<file path="config.mk">
export PLATFORM = sky130hd
export DESIGN_NAME = drc_refresh_ctrl
export DESIGN_NICKNAME = d
export VERILOG_FILES = /design/src/inc/drc_pkg.sv /design/src/core/drc_sync2.sv /design/src/core/drc_interval_timer.sv /design/src/core/drc_refresh_ctrl.sv
export VERILOG_INCLUDE_DIRS = /design/src /design/src/inc
export SDC_FILE = /design/constraint.sdc
export NUM_CORES = 1
export LEC_CHECK = 0
export BUFFER_PORTS_ARGS = -buffer_cell sky130_fd_sc_hd__buf_2
export CAP_MARGIN = 20
export CORE_ASPECT_RATIO = 0.6
export CORE_MARGIN = 1
export CORE_UTILIZATION = 40
export CTS_CLUSTER_DIAMETER = 50
export CTS_CLUSTER_SIZE = 16
export DETAILED_ROUTE_END_ITERATION = 7
export PLACE_DENSITY = 0.64
export SLEW_MARGIN = 30
export SYNTH_ARGS = -nofsm -noshare
export SYNTH_HDL_FRONTEND = slang
export SYNTH_SLANG_ARGS = --single-unit
</file>
<file path="constraint.sdc">
create_clock -name i_clk -period 1.56 [get_ports i_clk]
set_clock_uncertainty 0.05 [all_clocks]
set_input_delay 0.156 -clock i_clk [delete_from_list [all_inputs] [get_ports i_clk]]
set_output_delay 0.156 -clock i_clk [all_outputs]
set_load 0.01 [all_outputs]
</file>
<file path="src/inc/drc_regs.svh">
// register offsets, field positions, reset values and timing counts of the refresh block
`ifndef DRC_REGS_SVH
`define DRC_REGS_SVH

`define DRC_REFRESH_CONTROL_OFS      8'h36
`define DRC_REFRESH_CONTROL_RESET    8'hC0
`define DRC_REFRESH_ON_BIT           7
`define DRC_REFRESH_WAIT_ADD_BIT     6
`define DRC_INTERVAL_SELECT_HI_BIT   1
`define DRC_INTERVAL_SELECT_LO_BIT   0

`define DRC_INTERVAL_SEL0            7'h0A
`define DRC_INTERVAL_SEL1            7'h14
`define DRC_INTERVAL_SEL2            7'h28
`define DRC_INTERVAL_SEL3            7'h50

`endif

</file>
<file path="src/inc/drc_pkg.sv">
// types shared by the refresh controller modules
package drc_pkg;

  typedef enum logic [1:0] {
    DRC_IDLE = 2'h0,
    DRC_T1   = 2'h1,
    DRC_T2   = 2'h3,
    DRC_TW   = 2'h2
  } drc_state_t;

  typedef struct packed {
    logic s1;
    logic s2;
  } drc_sync_t;

  typedef struct packed {
    logic [6:0] cnt;
    logic       tick;
  } drc_timer_t;

  typedef struct packed {
    drc_state_t state;
    logic       pend;
    logic       held;
    logic       sleep_q;
    logic       refresh_on;
    logic       refresh_wait_add;
    logic [1:0] interval_select;
    logic [7:0] addr;
    logic [7:0] rdata;
    logic       strobe;
    logic       refresh_wait_state;
  } drc_top_t;

endpackage

</file>
<file path="src/core/drc_sync2.sv">
// two flip-flop level synchroniser with asynchronous clear
`timescale 1ns/10ps
module drc_sync2 (
  input  logic i_clk,
  input  logic i_arst_n,
  input  logic i_d,
  output logic o_q
);

  drc_pkg::drc_sync_t st;
  drc_pkg::drc_sync_t next_st;

  always_comb begin
    next_st    = st;
    next_st.s1 = i_d;
    next_st.s2 = st.s1;
  end

  always_ff @(posedge i_clk or negedge i_arst_n) begin
    if (!i_arst_n) begin
      st <= '{s1: 1'h0, s2: 1'h0};
    end else begin
      st <= next_st;
    end
  end

  assign o_q = st.s2;

endmodule

</file>
<file path="src/core/drc_interval_timer.sv">
// refresh interval timer, one tick per programmed number of clock states
`timescale 1ns/10ps
`include "drc_regs.svh"
module drc_interval_timer (
  input  logic       i_clk,
  input  logic       i_rst_n,
  input  logic       i_run,
  input  logic [1:0] i_sel,
  output logic       o_tick
);

  drc_pkg::drc_timer_t st;
  drc_pkg::drc_timer_t next_st;

  function automatic logic [6:0] drc_reload(input logic [1:0] sel);
    case (sel)
      2'h0:    drc_reload = `DRC_INTERVAL_SEL0 - 7'h01;
      2'h1:    drc_reload = `DRC_INTERVAL_SEL1 - 7'h01;
      2'h2:    drc_reload = `DRC_INTERVAL_SEL2 - 7'h01;
      default: drc_reload = `DRC_INTERVAL_SEL3 - 7'h01;
    endcase
  endfunction

  // counts on regardless of bus ownership
  always_comb begin
    next_st      = st;
    next_st.tick = 1'h0;
    if (!i_run) begin
      next_st.cnt = drc_reload(i_sel);
    end else if (st.cnt == 7'h00) begin
      next_st.cnt  = drc_reload(i_sel);
      next_st.tick = 1'h1;
    end else begin
      next_st.cnt = st.cnt - 7'h01;
    end
  end

  always_ff @(posedge i_clk or negedge i_rst_n) begin
    if (!i_rst_n) begin
      st <= '{cnt: `DRC_INTERVAL_SEL0 - 7'h01, tick: 1'h0};
    end else begin
      st <= next_st;
    end
  end

  assign o_tick = st.tick;

endmodule

</file>
<file path="src/core/drc_refresh_ctrl.sv">
// dram refresh controller top: control register, request handling, refresh bus cycles
//
// Our own choice: the plain strobed port.
`timescale 1ns/10ps
`include "drc_regs.svh"
module drc_refresh_ctrl (
  input  logic       i_clk,
  input  logic       i_arst_n,
  input  logic [7:0] i_addr,
  input  logic [7:0] i_wdata,
  input  logic       i_wr,
  input  logic       i_rd,
  output logic [7:0] o_rdata,
  input  logic       i_bus_request_in,
  input  logic       i_sleep,
  input  logic       i_wait_state,
  input  logic       i_mcycle_end,
  output logic       o_refresh_strobe,
  output logic       o_refresh_wait_state,
  output logic [7:0] o_refresh_addr
);

  drc_pkg::drc_top_t st;
  drc_pkg::drc_top_t next_st;
  logic              rst_n;
  logic              bus_req;
  logic              tick;
  logic              start;

  function automatic logic drc_hit(input logic [7:0] addr);
    drc_hit = (addr == `DRC_REFRESH_CONTROL_OFS);
  endfunction

  // reset release
  drc_sync2 u_rst_sync (
    .i_clk    (i_clk),
    .i_arst_n (i_arst_n),
    .i_d      (1'h1),
    .o_q      (rst_n)
  );

  // bus request pin
  drc_sync2 u_bus_request_in_sync (
    .i_clk    (i_clk),
    .i_arst_n (rst_n),
    .i_d      (i_bus_request_in),
    .o_q      (bus_req)
  );

  drc_interval_timer u_timer (
    .i_clk   (i_clk),
    .i_rst_n (rst_n),
    .i_run   (st.refresh_on),
    .i_sel   (st.interval_select),
    .o_tick  (tick)
  );

  always_comb begin
    start = (st.state == drc_pkg::DRC_IDLE) && st.pend && st.refresh_on
            && i_mcycle_end
            && !bus_req && !i_sleep && !i_wait_state;
  end

  always_comb begin
    next_st         = st;
    next_st.rdata   = 8'h00;
    next_st.sleep_q = i_sleep;

    // register access
    if (i_wr && drc_hit(i_addr)) begin
      next_st.refresh_on       = i_wdata[`DRC_REFRESH_ON_BIT];
      next_st.refresh_wait_add = i_wdata[`DRC_REFRESH_WAIT_ADD_BIT];
      next_st.interval_select  = {i_wdata[`DRC_INTERVAL_SELECT_HI_BIT],
                                  i_wdata[`DRC_INTERVAL_SELECT_LO_BIT]};
    end
    if (i_rd && drc_hit(i_addr)) begin
      next_st.rdata = {st.refresh_on, st.refresh_wait_add, 4'h0, st.interval_select};
    end

    // refresh bus cycle sequencer
    case (st.state)
      drc_pkg::DRC_IDLE: begin
        if (start) begin
          next_st.state  = drc_pkg::DRC_T1;
          next_st.strobe = 1'h1;
          next_st.pend   = 1'h0;
        end
      end
      drc_pkg::DRC_T1: begin
        next_st.state = drc_pkg::DRC_T2;
      end
      drc_pkg::DRC_T2: begin
        if (st.refresh_wait_add) begin
          next_st.state = drc_pkg::DRC_TW;
          next_st.refresh_wait_state   = 1'h1;
        end else begin
          next_st.state  = drc_pkg::DRC_IDLE;
          next_st.strobe = 1'h0;
          next_st.addr   = st.addr + 8'h01;
        end
      end
      drc_pkg::DRC_TW: begin
        next_st.state  = drc_pkg::DRC_IDLE;
        next_st.strobe = 1'h0;
        next_st.refresh_wait_state    = 1'h0;
        next_st.addr   = st.addr + 8'h01;
      end
      default: begin
        next_st.state  = drc_pkg::DRC_IDLE;
        next_st.strobe = 1'h0;
        next_st.refresh_wait_state    = 1'h0;
      end
    endcase

    // request bookkeeping; a new tick wins over the clear at start
    if (!st.refresh_on) begin
      next_st.pend = 1'h0;
      next_st.held = 1'h0;
    end else if (bus_req) begin
      next_st.pend = 1'h0;
      next_st.held = 1'h0;
    end else if (i_sleep) begin
      if (tick) begin
        next_st.held = 1'h1;
      end
    end else begin
      if (st.sleep_q && st.held) begin
        next_st.pend = 1'h1;
        next_st.held = 1'h0;
      end
      if (tick) begin
        next_st.pend = 1'h1;
      end
    end
  end

  always_ff @(posedge i_clk or negedge rst_n) begin
    if (!rst_n) begin
      st <= '{state:            drc_pkg::DRC_IDLE,
              pend:             1'h0,
              held:             1'h0,
              sleep_q:          1'h0,
              refresh_on:       1'h1,
              refresh_wait_add: 1'h1,
              interval_select:  2'h0,
              addr:             8'h00,
              rdata:            8'h00,
              strobe:           1'h0,
              refresh_wait_state:              1'h0};
    end else begin
      st <= next_st;
    end
  end

  assign o_rdata              = st.rdata;
  assign o_refresh_strobe     = st.strobe;
  assign o_refresh_wait_state = st.refresh_wait_state;
  assign o_refresh_addr       = st.addr;

endmodule

</file>
; ---- Word level (Yosys, flattened, before mapping)
; Index checks and enable logic that the tools add are counted.
[op_classes]
reduce_logical = 21
mux = 24
n_addsub = 2
n_eq_ne = 11
[ops]
columns = operator, n
row1 = 7-bit case mux with 3 select lines, 1
row2 = 8-bit 2-to-1 mux, 2
row3 = 8-bit case mux with 2 select lines, 1
row4 = 7-bit 2-to-1 mux, 2
row5 = 1-bit 2-to-1 mux, 10
row6 = 1-bit logical AND, 9
row7 = 8-bit by 1-bit adder with 8-bit output (second input constant), 1
row8 = 8-bit by 6-bit equality test with 1-bit output (second input constant), 1
row9 = 2-bit 2-to-1 mux, 4
row10 = 4-bit by 2-bit != test with 1-bit output (second input constant), 2
row11 = 2-bit case mux with 4 select lines, 1
row12 = 7-bit zero test, 1
row13 = 7-bit by 1-bit subtractor with 7-bit output (second input constant), 1
row14 = 2-bit equality test (second input constant), 3
row15 = 2-bit != test (second input constant), 3
row16 = 2-bit AND reduction, 3
row17 = 2-bit by 1-bit equality test with 1-bit output (second input constant), 2
row18 = 2-bit zero test, 2
row19 = 1-bit zero test, 3
row20 = 3-bit 2-to-1 mux, 1
row21 = 1-bit case mux with 3 select lines, 1
row22 = 3-bit AND reduction, 1
row23 = 3-bit nonzero test, 1
row24 = 1-bit case mux with 2 select lines, 1
row25 = 2-bit nonzero test, 1
[totals]
reg_bits = 39
output_inout_bits = 18

; ---- Longest topological paths before layout
[depth]
depth_word = 14
mapped_depth = 6

; ---- Cells and area by module
; A second synthesis with hierarchy kept.
[unflattened]
cells_unflattened = 148
hier_area_um2 = 1720.4
[modules_own_cells]
columns = module, n_inst, area_per_inst_um2, cells_each, seq_area_each_um2
row1 = drc_refresh_ctrl, 1, 1102.3, 95, 578.1
row2 = drc_interval_timer, 1, 518.0, 49, 202.7
row3 = drc_sync2, 2, 50.0, 2, 50.0

; ---- Least setup slack after synthesis
; Ideal clock, no wire load.
[synth_timing]
path_type = register to register
from = register u_timer.st[1] (netlist name)
to = register u_timer.st[5] (netlist name)
t_arrival_ns = 1.705
setup_ns = 0.125
slack_ns = -0.320
synth_period_minus_slack_ns = 1.880
n_path_buf = 1
stages_incl_launch_ff = 7
cell_sequence = dfstp_2 -> inv_1 -> ha_1 -> or4b_4 -> o31a_1 -> buf_6 -> mux2_4
[synth_rtl]
columns = element, line
row1 = start: declaration, drc_interval_timer.sv:12  ; drc_pkg::drc_timer_t st;
row2 = start signal: assignment, drc_interval_timer.sv:40  ; st <= '{cnt: `DRC_INTERVAL_SEL0 - 7'h01, tick: 1'h0};
row3 = start signal: assignment, drc_interval_timer.sv:42  ; st <= next_st;

==> run summary <==
Status -> finished, violations left
Failing checks -> DRC, setup timing
DR top layer -> met4
Area of the multi-input gates -> 603.1 um2
TritonCTS buffer count -> 5
Setup bufs post-CTS -> 0
Synth unique cells -> 35
WL met1 -> 1354 um
Core ar. -> 3765 um2
Num ports -> 42
Drt first pass iters -> 7
Sw Ratio -> 0.2038
Syn avg cell area -> 11.85 um2
Synth Cell Area -> 1612 um2
Worst setup margin -> -0.3000 ns
Clk sink count -> 35
Post-DP HPWL -> 2161 um
Die Wd -> 83.95 um
Nets -> 203
Unrepaired setup endpoints after global routing -> yes
Critical path fanouts, max -> 3
Total gr overflow -> 0
Cell internal pwr -> 1.519 mW
Slew Viols, Final -> 0
WS Path Type -> flop to flop
DRC Markers -> 8
Area growth from synthesis to layout -> 21.43%
VDD IR-drop max -> 0.4210 mV
Clock power share -> 0.431
Placed cell area -> 1778 um2
Hold Crit Class -> primary input to flop
Final RePlAce weighted congestion -> 0.7587
P per Cell Area -> 974.8 nW/um2
GRT Util Overall -> 0.1556
Share of cells above drive strength 1 -> 0.4195
Fillers -> 347
Final period util -> 1.192
Final setup vio count -> 10
Hold Vio Cnt, Final -> 0
Clock buffer depth -> 2
Post-Syn Instances -> 136
Largest net degree at the start of global routing -> 34
Met3 WL -> 150 um
Fin Setup TNS -> -1.929 ns
CP required -> 1.67 ns
Number of global-route vias before repair -> 1052
Total Wirelength -> 2878 um
Startpoint Class -> flop
Synth warn -> 0
Via density -> 4.783
Final instance area -> 1957 um2
DR vias -> 1057
Initial antenna violation count -> 0
DIE HEIGHT -> 51.17 um
Worst hold slack -> 0.05673 ns
EDFF count, synth -> 0
FFs w/ async S/R, synth -> 1.000
Drt wl/cell -> 13.02 um
Critical Path Sink Type -> flop
CTS H-Tree Depth -> 2
Reg clk slew, reported paths -> 0.07 ns
Net Sw Power -> 0.3887 mW
Yosys reg bits -> 35
Number of routed nets with antenna violations -> 0
Row count -> 17
First-pass GRT wire length -> 4940 um
Max Clk Rate -> 537.6 MHz
Die area -> 4295 um2
Met2 WL -> 1356 um
Min Tclk post-route -> 1.860 ns
Primary FF master, synth -> dfrtp_1
CTS tree -> built
Initial Util -> 0.4280
Maxcap violations -> 0
Clock latency on the worst-skew pair -> 0.28 ns
Seq pwr share -> 0.501
# diodes -> 0
Seq/Total Area, Yosys -> 0.5466
Initial DRC Count -> 72
Dpl ws -> -0.3121 ns
Comb pwr share -> 0.068
WP data arrival -> 1.97 ns
Clock Root Buffer -> clkbuf_8
Lkg Pwr -> 0.9481 nW
Register area -> 880.8 um2
Port Buffers -> 33
Final Util -> 0.5198
==> cells in the final DEF, fill, tap and decap left out, types with 3 or more instances in the layout <==
master | synthesis | layout
dfstp_2 | 4 | 4
buf_4 | 16 | 7
nand2_1 | 4 | 3
nor2_1 | 6 | 5
dlygate4sd3_1 | 0 | 3
inv_1 | 10 | 9
xor2_1 | 3 | 3
a21oi_1 | 6 | 6
dfrtp_1 | 31 | 31
buf_2 | 0 | 33
clkbuf_8 | 0 | 6
mux2_2 | 5 | 5
or4b_4 | 1 | 3
xnor2_1 | 7 | 7
conb_1 | 2 | 5
o21ai_2 | 0 | 3
nand4_1 | 4 | 4
ha_1 | 6 | 5
==> area by class of cell <==
type                    instances  area share
clock buffers                   6     0.04220
clock inverters                 2     0.01790
inverters                      10     0.01918
multi-input cells              77      0.3082
flip-flops and latches         35      0.4501
well taps                      47     0.03005
repair buffers                 44      0.1324
==> sequential cells by signal, summed over array words and instances, names as in the netlist <==
register and count:
u_timer.st 7, o_refresh_strobe 1, u_timer.o_tick 1, o_refresh_wait_state 1, o_refresh_addr 8, u_bus_request_in_sync.next_st 1
o_rdata 4, u_rst_sync.o_q 1, u_rst_sync.next_st 1, u_bus_request_in_sync.o_q 1, st 9
==> path summary, 6_finish.rpt <==
path / startpoint / end / slack [ns] / cells past startpoint
max reg2reg: u_timer.st[2] / u_timer.st[5] / -0.30 / 5
min reg2reg: u_rst_sync.o_q / u_timer.o_tick / 0.22 / 1
min: i_wdata[1] / st[19] / 0.06 / 2
max: u_timer.st[2] / u_timer.st[5] / -0.30 / 5
max in group asynchronous: u_rst_sync.o_q / u_timer.st[4] / 0.91 / 1
min in group asynchronous: i_arst_n / u_rst_sync.o_q / 0.13 / 2
==> per-layer routing <==
layer,vias to the layer above,GRT usage
met5,-,0
met4,0,0.06609
met3,2,0.04523
met2,32,0.2500
met1,508,0.1998
li1,515,-
==> critical path, stage by stage (launching register included) <==
cell and delay [ns]:
dfrtp_1 0.39, inv_1 0.06, ha_2 0.16, or4b_4 0.46
o31a_1 0.31, mux2_4 0.31
==> power groups by stage <==
stage | Clock (mW) | Combinational [mW] | Sequential [mW]
after floorplan | 0 | 0.0623 | 0.981
after global placement | 0 | 0.115 | 0.970
after detailed placement | 0 | 0.119 | 0.972
after CTS | 0.850 | 0.127 | 0.955
after global routing | 0.898 | 0.147 | 0.959
final | 0.822 | 0.129 | 0.956
==> kinds of logic after synthesis <==
| group | share of synthesized area |
|---|---|
| flops | 0.5466 |
| fa+ha+maj | 0.04658 |
| mux | 0.06288 |
| compound gates | 0.06600 |
| other cells | 0.004660 |
| xor+xnor | 0.05435 |
| buf+inv | 0.1048 |
| simple gates | 0.1141 |
==> through the flow <==
step	cells	total power, mW
floorplan	139	1.043
global placement	210	1.085
detailed placement	210	1.090
CTS	221	1.932
global route	221	2.004
finish	221	1.908
==> synth_stat cells (4+ instances only) <==
library cell | instances | area share
a21oi_1 | 6 | 0.019
buf_4 | 16 | 0.075
dfrtp_1 | 31 | 0.48
dfstp_2 | 4 | 0.065
ha_1 | 6 | 0.047
inv_1 | 10 | 0.023
mux2_2 | 5 | 0.035
nand2_1 | 4 | 0.0093
nand4_1 | 4 | 0.016
nor2_1 | 6 | 0.014
o21ai_0 | 5 | 0.016
xnor2_1 | 7 | 0.038
==> repair_timing <==
item	in CTS	in global routing
setup endpoints to repair	10	10
resized for setup	6	6
hold buffers	3	0
pin swaps	3	0
hold endpoints to repair	4	0
Note: power is estimated with default switching activity, not from simulation.
